## config.mk

```make
export PLATFORM = sky130hd
export DESIGN_NAME = light_sensor_ctrl
export DESIGN_NICKNAME = d
export VERILOG_FILES = /design/src/shared/light_pkg.sv /design/src/rtl/result_shifter.sv /design/src/rtl/light_sensor_ctrl.sv
export SDC_FILE = /design/constraint.sdc
export NUM_CORES = 1
export LEC_CHECK = 0
export BUFFER_PORTS_ARGS = -buffer_cell sky130_fd_sc_hd__buf_2
export CORE_UTILIZATION = 50
export DETAILED_ROUTE_END_ITERATION = 12
export PLACE_DENSITY = 0.71
export SLEW_MARGIN = 20
export SYNTH_ARGS = -nofsm -noshare
export SYNTH_HDL_FRONTEND = slang
export SYNTH_SLANG_ARGS = --single-unit
```

## constraint.sdc

```tcl
create_clock -name clk_sys -period 2.5 [get_ports clk_sys]
set_input_delay 0.25 -clock clk_sys [delete_from_list [all_inputs] [get_ports clk_sys]]
set_output_delay 0.25 -clock clk_sys [all_outputs]
set_load 0.02 [all_outputs]
```

## src/shared/light_pkg.sv

```systemverilog
package light_pkg;
  // bus address of the sensor on the serial bus
  localparam logic [6:0] BUS_ADDR = 7'h29;
  // command codes
  localparam logic [7:0] CMD_ACTIVATE = 8'h04;
  localparam logic [7:0] CMD_START = 8'h08;
  localparam logic [7:0] CMD_STOP = 8'h30;
  localparam int SHUTDOWN_BIT = 7;
  localparam logic [7:0] CMD_ECHO_RESET = 8'h80;
  // result word layout
  localparam int COUNT_W = 15;
  localparam int VALID_BIT = 15;
  localparam int MS_BYTE_HI = 15;
  localparam int MS_BYTE_LO = 8;
  localparam int LS_BYTE_HI = 7;
  localparam int LS_BYTE_LO = 0;
  localparam logic [15:0] RESULT_RESET = 16'h0000;
  localparam logic [COUNT_W-1:0] COUNT_MAX = 15'h7fff;
  localparam logic [COUNT_W-1:0] COUNT_ONE = 15'h0001;
  // serialiser lengths in bits
  localparam logic [4:0] WORD_BITS = 5'h10;
  localparam logic [4:0] BYTE_BITS = 5'h08;
  localparam logic [4:0] BITS_ZERO = 5'h00;
  localparam logic [4:0] BITS_ONE = 5'h01;
  // count scale reference: 2.7 lux per count at 50 ms integration
  localparam int REF_INT_MS = 50;
  localparam int REF_MILLILUX_PER_COUNT = 2700;
  // recommended integration granule for 60 Hz flicker, in microseconds
  localparam int FLICKER_60HZ_US = 16660;

  typedef enum logic [1:0] {
    ST_SHUTDOWN,
    ST_ACTIVE,
    ST_INTEGRATE,
    ST_DONE
  } sense_state_e;

  typedef struct packed {
    logic valid;
    logic [6:0] addr;
    logic [7:0] data;
  } cmd_s;

  typedef struct packed {
    logic start;
    logic word;
    logic shift;
  } rd_req_s;
endpackage

```

## src/rtl/result_shifter.sv

```systemverilog
`timescale 1ns/1ps
`default_nettype none
module result_shifter
  import light_pkg::*;
(
  // clock and reset
  input wire logic clk_sys,
  input wire logic arst_n,
  // load and shift control
  input wire logic load,
  input wire logic word,
  input wire logic [15:0] data,
  input wire logic shift,
  // serial data out
  output logic bit_out,
  output logic busy
);
  logic [15:0] sh_ff;
  logic [15:0] nxt_sh;
  logic [4:0] left_ff;
  logic [4:0] nxt_left;
  logic bit_ff;
  logic nxt_bit;

  always_comb begin
    nxt_sh = sh_ff;
    nxt_left = left_ff;
    nxt_bit = bit_ff;
    if (load) begin
      // ms byte goes out first, each byte msb first
      nxt_sh = data; // (RQ12)
      nxt_left = word ? WORD_BITS : BYTE_BITS; // (RQ13)
      nxt_bit = data[MS_BYTE_HI];
    end else if (shift && left_ff != BITS_ZERO) begin
      nxt_sh = {sh_ff[14:0], 1'b1};
      nxt_left = left_ff - BITS_ONE;
      // past the last bit the line is released high
      nxt_bit = (left_ff == BITS_ONE) ? 1'b1 : sh_ff[14]; // (RQ13)
    end
  end

  always_ff @(posedge clk_sys or negedge arst_n) begin
    if (!arst_n) begin
      sh_ff <= RESULT_RESET;
      left_ff <= BITS_ZERO;
      bit_ff <= 1'b1;
    end else begin
      sh_ff <= nxt_sh;
      left_ff <= nxt_left;
      bit_ff <= nxt_bit;
    end
  end

  assign bit_out = bit_ff;
  assign busy = (left_ff != BITS_ZERO);
endmodule
`default_nettype wire

```

## src/rtl/light_sensor_ctrl.sv

```systemverilog
// Overview of operation
// (RQ1) host ends integration with a stop command byte to address 0x29
// (RQ2) host reads result as two-byte word, ending with nack and stop
// (RQ3) without stop since start, bit 15 reads zero: count not valid
// (RQ4) after completed conversion bit 15 is one, low 15 bits hold count
// (RQ5) result holds across reads until another full start-to-stop cycle; the code clears it to 0x0000 at the start command
// (RQ6) any command byte with msb set puts the device in shutdown
// (RQ7) host should time integration in multiples of the flicker period
// (RQ8) count scale inverse to integration time; 2.7 lux per count at 50 ms
// (RQ9) command 0x04 leaves shutdown and enters one-shot host-timed mode
// (RQ10) command 0x08 clears result to 0x0000 and starts integration
// (RQ11) command 0x30 halts counting and sets valid bit 15
// (RQ12) result splits into ms byte bits 15..8 and ls byte 7..0
// (RQ13) word read sends ms byte first, each byte msb first
`timescale 1ns/1ps
`default_nettype none
module light_sensor_ctrl
  import light_pkg::*;
(
  // clock and reset
  input wire logic clk_sys,
  input wire logic arst_n,
  // decoded send-byte commands from the bus framer
  input wire cmd_s cmd,
  // one pulse per light-to-frequency conversion tick
  input wire logic light_pulse,
  // read requests from the bus framer
  input wire rd_req_s rd,
  // serial read data and status
  output logic rd_bit,
  output logic rd_busy,
  output logic sensing,
  output logic integrating,
  output logic [15:0] result,
  output logic [7:0] cmd_echo
);
  sense_state_e state_ff;
  sense_state_e nxt_state;
  logic [COUNT_W-1:0] count_ff;
  logic [COUNT_W-1:0] nxt_count;
  logic [15:0] result_ff;
  logic [15:0] nxt_result;
  logic [7:0] echo_ff;
  logic [7:0] nxt_echo;
  logic sensing_ff;
  logic nxt_sensing;
  logic integrating_ff;
  logic nxt_integrating;
  logic cmd_hit;
  logic [COUNT_W-1:0] count_inc;
  logic [15:0] rd_data;

  // one flag per accepted command code
  logic go_shutdown;
  logic go_activate;
  logic go_start;
  logic go_stop;

  // the same codes once the present state allows them
  logic wake_ok;
  logic start_ok;
  logic stop_ok;

  assign cmd_hit = cmd.valid && (cmd.addr == BUS_ADDR);

  // saturate instead of wrapping: a wrapped count would read as dim light
  always_comb begin
    count_inc = count_ff;
    if (light_pulse && count_ff != COUNT_MAX) begin
      count_inc = count_ff + COUNT_ONE; // (RQ8)
    end
  end

  // address first, then the msb, then the code itself
  always_comb begin
    go_shutdown = 1'b0;
    go_activate = 1'b0;
    go_start = 1'b0;
    go_stop = 1'b0;
    if (cmd_hit) begin
      if (cmd.data[SHUTDOWN_BIT]) begin
        go_shutdown = 1'b1; // (RQ6)
      end else begin
        unique case (cmd.data)
          CMD_ACTIVATE: begin
            go_activate = 1'b1; // (RQ9)
          end
          CMD_START: begin
            go_start = 1'b1; // (RQ10)
          end
          CMD_STOP: begin
            go_stop = 1'b1; // (RQ11)
          end
          default: begin
            // reserved and unknown codes change nothing but the echo
          end
        endcase
      end
    end
  end

  assign wake_ok = go_activate && (state_ff == ST_SHUTDOWN); // (RQ9)
  assign start_ok = go_start && (state_ff != ST_SHUTDOWN); // (RQ10)
  // stop only counts after a start; otherwise the result is left alone
  assign stop_ok = go_stop && (state_ff == ST_INTEGRATE); // (RQ11)

  // shutdown wins from any state
  always_comb begin
    nxt_state = state_ff;
    if (go_shutdown) begin
      nxt_state = ST_SHUTDOWN; // (RQ6)
    end else if (wake_ok) begin
      nxt_state = ST_ACTIVE; // (RQ9)
    end else if (start_ok) begin
      nxt_state = ST_INTEGRATE; // (RQ10)
    end else if (stop_ok) begin
      nxt_state = ST_DONE; // (RQ11)
    end
  end

  always_ff @(posedge clk_sys or negedge arst_n) begin
    if (!arst_n) begin
      state_ff <= ST_SHUTDOWN;
    end else begin
      state_ff <= nxt_state;
    end
  end

  // the count keeps running through the stop cycle itself
  always_comb begin
    nxt_count = count_ff;
    if (start_ok) begin
      nxt_count = '0; // (RQ10)
    end else if (state_ff == ST_INTEGRATE) begin
      nxt_count = count_inc; // (RQ8)
    end
  end

  always_ff @(posedge clk_sys or negedge arst_n) begin
    if (!arst_n) begin
      count_ff <= '0;
    end else begin
      count_ff <= nxt_count;
    end
  end

  // running count is visible but flagged invalid until stop
  always_comb begin
    nxt_result = result_ff;
    if (start_ok) begin
      nxt_result = RESULT_RESET; // (RQ10)
    end else if (stop_ok) begin
      nxt_result = {1'b1, count_inc}; // (RQ11) (RQ4) (RQ1)
    end else if (state_ff == ST_INTEGRATE) begin
      nxt_result = {1'b0, count_inc}; // (RQ3)
    end
  end

  always_ff @(posedge clk_sys or negedge arst_n) begin
    if (!arst_n) begin
      result_ff <= RESULT_RESET;
    end else begin
      result_ff <= nxt_result; // (RQ5)
    end
  end

  // any byte at our address is kept, so a shutdown write reads back
  always_comb begin
    nxt_echo = echo_ff;
    if (cmd_hit) begin
      nxt_echo = cmd.data;
    end
  end

  always_ff @(posedge clk_sys or negedge arst_n) begin
    if (!arst_n) begin
      echo_ff <= CMD_ECHO_RESET;
    end else begin
      echo_ff <= nxt_echo;
    end
  end

  // sensing and integrating come from flops, so a state decode never glitches them; rd_busy is a decode of the shifter's bit counter
  always_comb begin
    nxt_sensing = (nxt_state != ST_SHUTDOWN);
    nxt_integrating = (nxt_state == ST_INTEGRATE);
  end

  always_ff @(posedge clk_sys or negedge arst_n) begin
    if (!arst_n) begin
      sensing_ff <= 1'b0;
      integrating_ff <= 1'b0;
    end else begin
      sensing_ff <= nxt_sensing;
      integrating_ff <= nxt_integrating;
    end
  end

  // a read snapshots the word at its start so a stop mid-read cannot tear it
  always_comb begin
    rd_data = {echo_ff, 8'h00};
    if (rd.word) begin // (RQ2)
      rd_data[MS_BYTE_HI:MS_BYTE_LO] = result_ff[MS_BYTE_HI:MS_BYTE_LO]; // (RQ12)
      rd_data[LS_BYTE_HI:LS_BYTE_LO] = result_ff[LS_BYTE_HI:LS_BYTE_LO]; // (RQ12)
    end
  end

  result_shifter u_shifter (
    .clk_sys(clk_sys),
    .arst_n(arst_n),
    .load(rd.start),
    .word(rd.word),
    .data(rd_data),
    .shift(rd.shift),
    .bit_out(rd_bit),
    .busy(rd_busy)
  );

  assign sensing = sensing_ff;
  assign integrating = integrating_ff;
  assign result = result_ff;
  assign cmd_echo = echo_ff;
endmodule
`default_nettype wire

```

-- Word-level counts from Yosys, hierarchy flattened
Index checks and enable logic that the tools add are counted.
- register bits after elaboration: 64
- output and inout port bits: 28
- bits of input ports: 22
- word-level logic and storage cells: 62
- add/sub/neg operators: 2
- muxes and demuxes: 30
- reductions and logical operators: 13
- eq/ne operators: 8
- operators by type and width (kind ; number):
    15-bit two-way mux ; 5
    16-bit two-way mux ; 4
    15-bit by 1-bit adder with 15-bit output (second input constant) ; 1
    5-bit two-way mux ; 3
    15-bit inequality test (second input constant) ; 1
    1-bit two-way mux ; 14
    8-bit by 3-bit equality test with 1-bit output (second input constant) ; 1
    8-bit by 4-bit equality test with 1-bit output (second input constant) ; 1
    8-bit by 6-bit equality test with 1-bit output (second input constant) ; 1
    2-bit two-way mux ; 4
    2-bit nonzero test ; 4
    7-bit by 6-bit equality test with 1-bit output (second input constant) ; 1
    1-bit logical AND ; 6
    5-bit by 1-bit equality test with 1-bit output (second input constant) ; 1
    5-bit nonzero test ; 1
    5-bit by 1-bit subtractor with 5-bit output (second input constant) ; 1
    2-bit equality test (second input constant) ; 2
    3-bit nonzero test ; 1
    2-bit logical NOT ; 1

-- Logic depth before layout (Yosys ltp)
Gate-level depths: netlist (run 1).
- depth in word-level cells: 10
- depth in mapped cells: 8

-- Cells and area by module
From an unflattened synthesis (run 1), not the netlist that was laid out.
- cells, all modules: 367
- area total of the unflattened synthesis: 3509.6 µm²
- modules (own cells, without submodules) (module ; instances ; seq. area each (µm²) ; cells an instance ; area each (µm²)):
    light_sensor_ctrl ; 1 ; 1077.3 ; 250 ; 2432.3
    result_shifter ; 1 ; 526.8 ; 117 ; 1077.3

-- Worst setup path before layout (run 1)
No wires, ideal clock.
- path kind: register to register
- from: register u_shifter.left_ff[0]
- to: register u_shifter.sh_ff[10]
- slack: 0.430 ns
- period minus slack after synthesis: 2.070 ns
- required time: 2.363 ns
- arrival: 1.933 ns
- cell stages (with the launch flop): 9
- cell sequence: dfrtp_1 -> inv_1 -> ha_1 -> or4b_1 -> and2_1 -> buf_2 -> mux2_2 -> nor2_1 -> a21oi_1
- longest elaborated chain between the ends: 3
- ends and longest elaborated chain (element ; line ; text):
    start: declaration ; result_shifter.sv:20 ; logic [4:0] left_ff;
    start signal: assignment ; result_shifter.sv:49 ; left_ff <= nxt_left;
    5-bit nonzero test ; -- ;
    net rd_busy ; light_sensor_ctrl.sv:31 ; output logic rd_busy,
    1-bit logical AND ; result_shifter.sv:34 ; end else if (shift && left_ff != BITS_ZERO) begin
    2-bit nonzero test (no source line) ; -- ;
    end signal: assignment ; result_shifter.sv:48 ; sh_ff <= nxt_sh;
    end: declaration ; result_shifter.sv:18 ; logic [15:0] sh_ff;
The timed path passes the listed nets, and every way through them passes these cells.
A chain may end at the register's enable or synchronous reset.

-- Worst setup path in the final report (run 1)
- from: register count_ff[0]
- to: register result_ff[3] (netlist: result[3])
- longest elaborated chain between the ends: 6
- elaborated cells between the ends (all ways): 7
- ends and longest elaborated chain (element ; line ; text):
    start: declaration ; light_sensor_ctrl.sv:39 ; logic [COUNT_W-1:0] count_ff;
    start signal: assignment ; light_sensor_ctrl.sv:143 ; count_ff <= nxt_count;
    branches (longest 2 deep; another with 15-bit by 1-bit adder with 15-bit output) ; -- ;
    15-bit two-way mux (*) ; light_sensor_ctrl.sv:69 ; if (light_pulse && count_ff != COUNT_MAX) begin
    16-bit two-way mux ; light_sensor_ctrl.sv:154 ; end else if (state_ff == ST_INTEGRATE) begin
    16-bit two-way mux (*) ; light_sensor_ctrl.sv:152 ; end else if (stop_ok) begin
    16-bit two-way mux (*) ; light_sensor_ctrl.sv:150 ; if (start_ok) begin
    end signal: assignment ; light_sensor_ctrl.sv:163 ; result_ff <= nxt_result;
    end: declaration ; light_sensor_ctrl.sv:41 ; logic [15:0] result_ff;
Mark *: on every way between the ends. The select of a mux whose other input is x is not followed.

==> results of run 1 <==
repair_timing:
item / 4_1_cts / 5_1_grt
resized for setup: 0 / 0
hold buffers: 1 / 0
hold endpoints to repair: 18 / 0
setup endpoints to repair: 0 / 0
report_power, final:
group / switching (uW) / internal [uW] / total [uW]
sequential: 43.9 / 1090 / 1140
combinational: 148 / 125 / 272
clock: 403 / 587 / 990
metrics by stage:
step	setup slack [ns]	power, uW	area [um2]	hold slack (ns)	utilization (%)
global route	0.170	2510	3940	0.147	61.3
detailed placement	0.375	1430	3710	0.234	57.7
finish	0.366	2400	3940	0.158	61.3
CTS	0.356	2420	3940	0.141	61.3
floorplan	0.430	1330	3370	-0.0456	-
global placement	0.435	1420	3710	0.232	57.7
registers in the layout, summed over array words and instances, names as in the netlist:
signal	cells
cmd_echo	8
count_ff	15
integrating	1
result	16
sensing	1
state_ff	2
u_shifter.bit_out	1
u_shifter.left_ff	5
u_shifter.sh_ff	15
worst register-to-register path, cell delays in order (launching register included):
cell and delay, ns:
dfrtp_1 0.44, ha_1 0.26, nand4_1 0.26, o41ai_4 0.58, nor2_1 0.13, xnor2_1 0.14, a211oi_1 0.24
cell type report:
class                      count  area, um2
timing repair buffer          58        328
inverter                       6       22.5
sequential                    64       1600
tap                           77       96.3
clock buffer                  11        141
fill                         546       2480
clock inverter                 5       80.1
multi-input combinational    252       1670
routing by layer:
metal,track usage (%),vias up,part of all wire [%]
met5,0,-,0
met4,10.8,0,2.3
met3,3.96,14,4.3
met2,37.5,90,47
met1,32.6,1337,46
li1,-,1323,-
worst max path at each step:
stage                                     from  depth (start not counted)                   to
final                              count_ff[0]                          6            result[3]
after CTS                          count_ff[0]                          6            result[3]
after floorplan           u_shifter.left_ff[0]                          8  u_shifter.sh_ff[10]
after global placement             count_ff[0]                          6         count_ff[10]
after detailed placement           count_ff[0]                          6            result[3]
after global routing               count_ff[0]                          6            result[3]
placed cells by master, fill, tap and decap left out, types with 3 or more instances in the layout:
master	count
buf_2	49
or3_1	4
nor3_1	8
and2_1	3
and3_1	3
xor2_1	6
mux2_2	14
ha_1	4
dfrtp_1	62
nor4_1	6
nor2_1	49
clkbuf_8	10
mux2i_1	17
inv_1	6
nand3_1	12
nand2_1	30
a211oi_1	10
a21oi_1	19
buf_4	7
nand4_1	6
o21ai_0	13
a31oi_1	4
xnor2_1	12
kinds of logic after synthesis:
| group | synth area share, % |
|---|---|
| xor+xnor | 4.68 |
| simple gates | 20.4 |
| compound gates | 12.7 |
| flops | 47.6 |
| mux | 9.73 |
| buf+inv | 3.42 |
| fa+ha+maj | 1.49 |
==> Flow_metrics.wiki, run 1 <==
{| class="wikitable"
! Metric !! Value
|-
| Avg Synthesized Cell Area || 9.85 um2
|-
| TritonRoute pass-1 iters || 8
|-
| Remaining Overflow, GRT || 0
|-
| Endpoint of the most critical register-to-register path || result[3]
|-
| Arr. time, crit path || between 2 and 2.5 ns
|-
| Hold EP || cmd_echo[6]
|-
| Placeable core region || about 6400 um2
|-
| Aggregate global-route resource usage || between 20% and 30%
|-
| Leading register cell type out of synthesis || dfrtp_1
|-
| Count of nets after finishing || ~420
|-
| DR WL/cell || 16.2 um
|-
| Period Utilization, post-route || between 80% and 90%
|-
| Clock transition at the registers of the reported paths || around 0.070 ns
|-
| Die Wd || roughly 84 um
|-
| Cell taking the most area after synthesis || dfrtp_1
|-
| Crit path max-delay cell type || o41ai_4
|-
| Root buffer cell || clkbuf_8
|-
| Run status || finished with violations
|-
| Count of vias placed by the detailed router || between 2000 and 3000
|-
| Worst Tran Pin Value || ~0.62 ns
|-
| CP delay by family, top || compound AO/OA/AOI/OAI gates
|-
| Number of I/O port buffers || 49
|-
| Post-synth EDFFs || 0
|-
| I/O pin count || 50
|-
| Clock sink count || 64
|-
| Sum of net half-perimeters after detailed placement || around 5500 um
|-
| Number of max-cap violations || 0
|-
| Max Fanout on Critical Path || 6
|-
| Antenna violations before repair || 0
|-
| Area growth from synthesis to final layout || 16.9%
|-
| Post-layout min period || roughly 2.1 ns
|-
| Floorplan row count || 29
|-
| RSZ-0062 raised after global routing || no
|-
| Launch point of the worst reg-to-reg path || count_ff[0]
|-
| Hold Startpoint || cmd[6]
|-
| Count of cells along the worst register-to-register path || 6
|-
| Die Y || between 80 and 90 um
|-
| Number of flip-flops and latches in the synthesized netlist || 64
|-
| Cell breakdown of the critical path || ha_1, nand4_1, o41ai_4, nor2_1, xnor2_1, a211oi_1
|-
| Slew Viols, Final || 0
|-
| Final antenna diode count || 0
|-
| Net count after synthesis || approximately 370
|-
| Cell count after synthesis || between 300 and 400
|-
| Pin count of the biggest net entering global routing || 34
|-
| Top-count cell post-synth || dfrtp_1
|-
| H-tree depth reported by CTS || 3
|-
| Via count of the first global-routing pass || ~2700
|-
| Buffers from clock root to sink, at most || 2
|-
| Violated checks || design-rule violations
|-
| Path type of the worst setup path || reg2reg
|-
| Leak || 0.00177 uW
|-
| Yosys Warn Count || 0
|-
| Most frequent cells after synthesis || dfrtp_1, nor2_1, nand2_1, a21oi_1, mux2i_1
|-
| Layout Skew || between 0.008 and 0.009 ns
|-
| Placed Instances || between 400 and 500
|-
| Share of synthesized area occupied by flip-flops and latches || 47.6%
|-
| Initial drt markers || 225
|-
| Effective utilization at floorplan || between 50% and 60%
|-
| Synth unique cells || 48
|-
| Share of flip-flops with an asynchronous set or reset after synthesis || 100%
|-
| Peak supply drop || approximately 270 uV
|-
| Buffer count from post-CTS setup fixing || 0
|-
| Reg2Reg Setup Slack || between 0.3 and 0.4 ns
|-
| Mapped Area || about 3400 um2
|-
| Vias per cell || about 5.8
|-
| Post-Layout Cell Count || 473
|-
| Final setup violation count || 0
|-
| Area share of the largest cell type after synthesis || a little under half
|-
| Kind of launch point of the worst setup path || flip-flop
|-
| Required time of the critical path || around 2.8 ns
|-
| Cell area power density || between 600 and 700 nW/um2
|-
| Placer Congestion || 0.873
|-
| CTS buffer count || 9
|-
| Final wirelength || ~7600 um
|-
| Largest cells by area after synthesis || dfrtp_1, nor2_1, mux2i_1, mux2_2, nand2_1
|-
| Final Hold Viols || 0
|-
| First-pass GRT wire length || 13200 um
|-
| Share of layout cells above drive strength 1 || around a quarter
|-
| Max frequency || ~0.47 GHz
|-
| Die area || around 7100 um2
|-
| Sum of buffers and inverters on the critical path || 0
|-
| Remaining antenna violation count || 0
|-
| Cells on Worst Hold Path || 2
|-
| Endpoint class of the critical path || flip-flop
|-
| Rel. slew slack || between 50% and 60%
|-
| Largest stage delay, worst path || around 0.58 ns
|-
| Later-pin clock latency in the skew report || about 0.34 ns
|-
| Drt drc || 4
|-
| Type of the worst min-delay path || in2reg
|-
| Post-Route Setup TNS || 0 ns
|-
| Clock tree from TritonCTS || done
|}
(Power assumes the default switching activity.)
==> run 2: changes to the inputs <==
--- a/config.mk
+++ b/config.mk
@@ -6,9 +6,9 @@
 export NUM_CORES = 1
 export LEC_CHECK = 0
 export BUFFER_PORTS_ARGS = -buffer_cell sky130_fd_sc_hd__buf_2
-export CORE_UTILIZATION = 50
+export CORE_UTILIZATION = 57
 export DETAILED_ROUTE_END_ITERATION = 12
-export PLACE_DENSITY = 0.71
+export PLACE_DENSITY = 0.8
 export SLEW_MARGIN = 20
 export SYNTH_ARGS = -nofsm -noshare
 export SYNTH_HDL_FRONTEND = slang
==> run 2 against run 1 <==
The flow now finishes without violations. Combinational power hardly changed. Register-to-register slack worse by 0.14 ns. Core utilization rose by 8.3 points. Critical path depth shrank 1. Power fell by 0.89%. Hold slack improved by 0.0022 ns. Clock power shrank 2%. Die area decreased by 12%. Clock skew decreased by 0.0027 ns. Largest power group unchanged.
==> Flow_metrics.wiki, run 2 (synthesis results as in run 1) <==
{| class="wikitable"
! Metric !! Value
|-
| Die Wd || 78.9 um (was 84.1 um)
|-
| Aggregate global-route resource usage || 26.6% (was 23.9%)
|-
| Clock tree from TritonCTS || done (unchanged)
|-
| Launch point of the worst reg-to-reg path || count_ff[0] (unchanged)
|-
| Count of nets after finishing || 417 (unchanged)
|-
| Hold EP || cmd_echo[0] (was cmd_echo[6])
|-
| Buffer count from post-CTS setup fixing || 0 (unchanged)
|-
| Run status || completed (was finished with violations)
|-
| Placer Congestion || 0.953 (was 0.873)
|-
| Clock transition at the registers of the reported paths || 0.07 ns (about the same)
|-
| Internal power || 1810 uW (was 1800 uW)
|-
| Share of layout cells above drive strength 1 || 24.2% (was 25.0%)
|-
| Sum of net half-perimeters after detailed placement || 5260 um (was 5510 um)
|-
| Most frequent cells in the layout || dfrtp_1, nor2_1, buf_2, nand2_1, a21oi_1 (unchanged)
|-
| Remaining Overflow, GRT || 0 (unchanged)
|-
| Fill cell count || 422 (was 546)
|-
| DR WL/cell || 16.2 um (about the same)
|-
| Max Fanout on Critical Path || 10 (was 6)
|-
| Commonest non-fill, non-tap cell in the layout || dfrtp_1 (unchanged)
|-
| Die area || 6220 um2 (was 7070 um2)
|-
| Largest stage delay, worst path || 0.70 ns (was 0.58 ns)
|-
| Peak supply drop || 430 uV (was 271 uV)
|-
| Layout Skew || 0.00534 ns (was 0.00807 ns)
|-
| Clock network fraction of design power || 40.9% (was 41.3%)
|-
| Effective utilization at floorplan || 60.1% (was 52.4%)
|-
| Crit path max-delay cell type || o41ai_4 (unchanged)
|-
| Final Hold Viols || 0 (unchanged)
|-
| Buffers from clock root to sink, at most || 2 (unchanged)
|-
| Required time of the critical path || 2.77 ns (was 2.75 ns)
|-
| Area growth from synthesis to final layout || 16.0% (was 16.9%)
|-
| Switch share || 24.1% (was 24.8%)
|-
| Number of buffers inserted for hold repair after clock tree synthesis || 1 (unchanged)
|-
| TritonRoute pass-1 iters || 6 (was 8)
|-
| Later-pin clock latency in the skew report || 0.34 ns (about the same)
|-
| Area after DPL || 3680 um2 (was 3710 um2)
|-
| Post-layout min period || 2.27 ns (was 2.13 ns)
|-
| Die Y || 78.9 um (was 84.1 um)
|-
| Sequential Power Share || 47.7% (was 47.4%)
|-
| Endpoint of the most critical register-to-register path || count_ff[3] (was result[3])
|-
| Max reg flops || 16 (unchanged)
|-
| H-tree depth reported by CTS || 3 (unchanged)
|-
| Cell area power density || 609 nW/um2 (about the same)
|-
| Initial drt markers || 251 (was 225)
|-
| CTS buffer count || 9 (unchanged)
|-
| Path type of the worst setup path || reg2reg (unchanged)
|-
| Final wirelength || 7590 um (was 7650 um)
|-
| Reg2Reg Setup Slack || 0.23 ns (was 0.37 ns)
|-
| Remaining antenna violation count || 0 (unchanged)
|-
| Max frequency || 0.440 GHz (was 0.469 GHz)
|-
| Hold Startpoint || cmd[0] (was cmd[6])
|-
| Placeable core region || 5610 um2 (was 6420 um2)
|-
| Pin count of the biggest net entering global routing || 32 (was 34)
|-
| Cell breakdown of the critical path || ha_1, nand4_1, o41ai_4, o21ai_0, a21oi_1 (was ha_1, nand4_1, o41ai_4, nor2_1, xnor2_1, a211oi_1)
|-
| Count of vias placed by the detailed router || 2814 (was 2764)
|-
| Worst Tran Pin Value || 0.710 ns (was 0.622 ns)
|-
| Count of cells along the worst register-to-register path || 5 (was 6)
|-
| Switching power || 572 uW (was 594 uW)
|-
| RSZ-0062 raised after global routing || no (unchanged)
|-
| Drt drc || 0 (was 4)
|-
| Number of cells upsized or downsized after cts || 0 (unchanged)
|-
| Final setup violation count || 0 (unchanged)
|-
| Leak || 0.00176 uW (was 0.00177 uW)
|-
| Rel. slew slack || 52.3% (was 58.1%)
|-
| I/O pin count || 50 (unchanged)
|-
| Root buffer cell || clkbuf_8 (unchanged)
|-
| Final antenna diode count || 0 (unchanged)
|-
| Endpoint class of the critical path || flip-flop (unchanged)
|-
| Vias per cell || 6.01 (was 5.84)
|-
| Arr. time, crit path || 2.54 ns (was 2.38 ns)
|-
| First-pass GRT wire length || 12600 um (was 13200 um)
|-
| Floorplan row count || 27 (was 29)
|-
| Footprint of the multi-input gates || 1660 um2 (was 1670 um2)
|-
| Antenna violations before repair || 0 (unchanged)
|-
| Post-Route Setup TNS || 0 ns (unchanged)
|-
| Number of max-cap violations || 0 (unchanged)
|-
| Via count of the first global-routing pass || 2624 (was 2689)
|-
| Final Instance Area || 3910 um2 (was 3940 um2)
|-
| Period Utilization, post-route || 90.9% (was 85.4%)
|-
| Storage cell area || 1600 um2 (unchanged)
|-
| Type of the worst min-delay path || in2reg (unchanged)
|-
| Kind of launch point of the worst setup path || flip-flop (unchanged)
|-
| Power share of the combinational group || 11.4% (about the same)
|-
| Slew Viols, Final || 0 (unchanged)
|-
| Number of I/O port buffers || 49 (unchanged)
|-
| Cells on Worst Hold Path || 2 (unchanged)
|-
| Clock sink count || 64 (unchanged)
|}
-- run 2: cell count changes in the layout (fill, tap and decap cells not counted) --
| cell | delta |
|---|---|
| clkinvlp_4 | -2 |
| nor4_2 | -1 |
| buf_12 | -1 |
| clkbuf_1 | +2 |
| nor4_1 | +1 |
| buf_4 | +1 |
-- run 2: worst max-delay path by stage --
stage | from | end | slack [ns]
final | count_ff[0] | count_ff[3] | 0.23
after global routing | count_ff[0] | count_ff[3] | 0.12
after CTS | count_ff[0] | count_ff[3] | 0.33
after detailed placement | count_ff[0] | result[3] | 0.40
after global placement | count_ff[0] | result[9] | 0.47
after floorplan | u_shifter.left_ff[0] | u_shifter.sh_ff[10] | 0.43
-- run 2: critical path: cells and delay by family (launching register included) --
family,cells,cell delay (ns)
flip-flops,1,0.46
AO/OA/AOI/OAI,3,1.17
AND/OR/NAND/NOR,1,0.28
adder cells (fa/ha/maj),1,0.29
-- run 2: per-stage QoR --
step                hold slack, ns  worst slack (ns)  std cells  total power [uW]  utilization [%]
detailed placement           0.316             0.395        451              1430             65.7
finish                       0.161             0.227        468              2380             69.7
CTS                          0.153             0.330        468              2400             69.7
floorplan                  -0.0456             0.430        342              1330                -
global placement             0.313             0.474        451              1410             65.7
global route                 0.166             0.121        468              2470             69.7
-- run 2: routing by layer --
layer | global-route usage [%] | up-vias | part of all wire (%)
li1 | - | 1329 | -
met1 | 35.4 | 1346 | 44
met2 | 41.0 | 116 | 46
met3 | 6.90 | 23 | 6.9
met4 | 11.6 | 0 | 2.7
met5 | 0 | - | 0
-- run 2: layout make-up --
type | instances | area share, %
Multi-Input combinational cell | 252 | 42.5
Sequential cell | 64 | 41.1
Timing Repair Buffer | 58 | 8.07
Clock buffer | 13 | 3.81
Tap cell | 72 | 2.31
Clock inverter | 3 | 1.67
Inverter | 6 | 0.577
-- run 2: power by group through the flow --
stage | registers, uW | logic [uW] | clock network, uW
after CTS | 1140 | 273 | 987
after global routing | 1140 | 301 | 1030
after floorplan | 1160 | 170 | 0
after global placement | 1150 | 263 | 0
final | 1130 | 271 | 972
after detailed placement | 1150 | 271 | 0
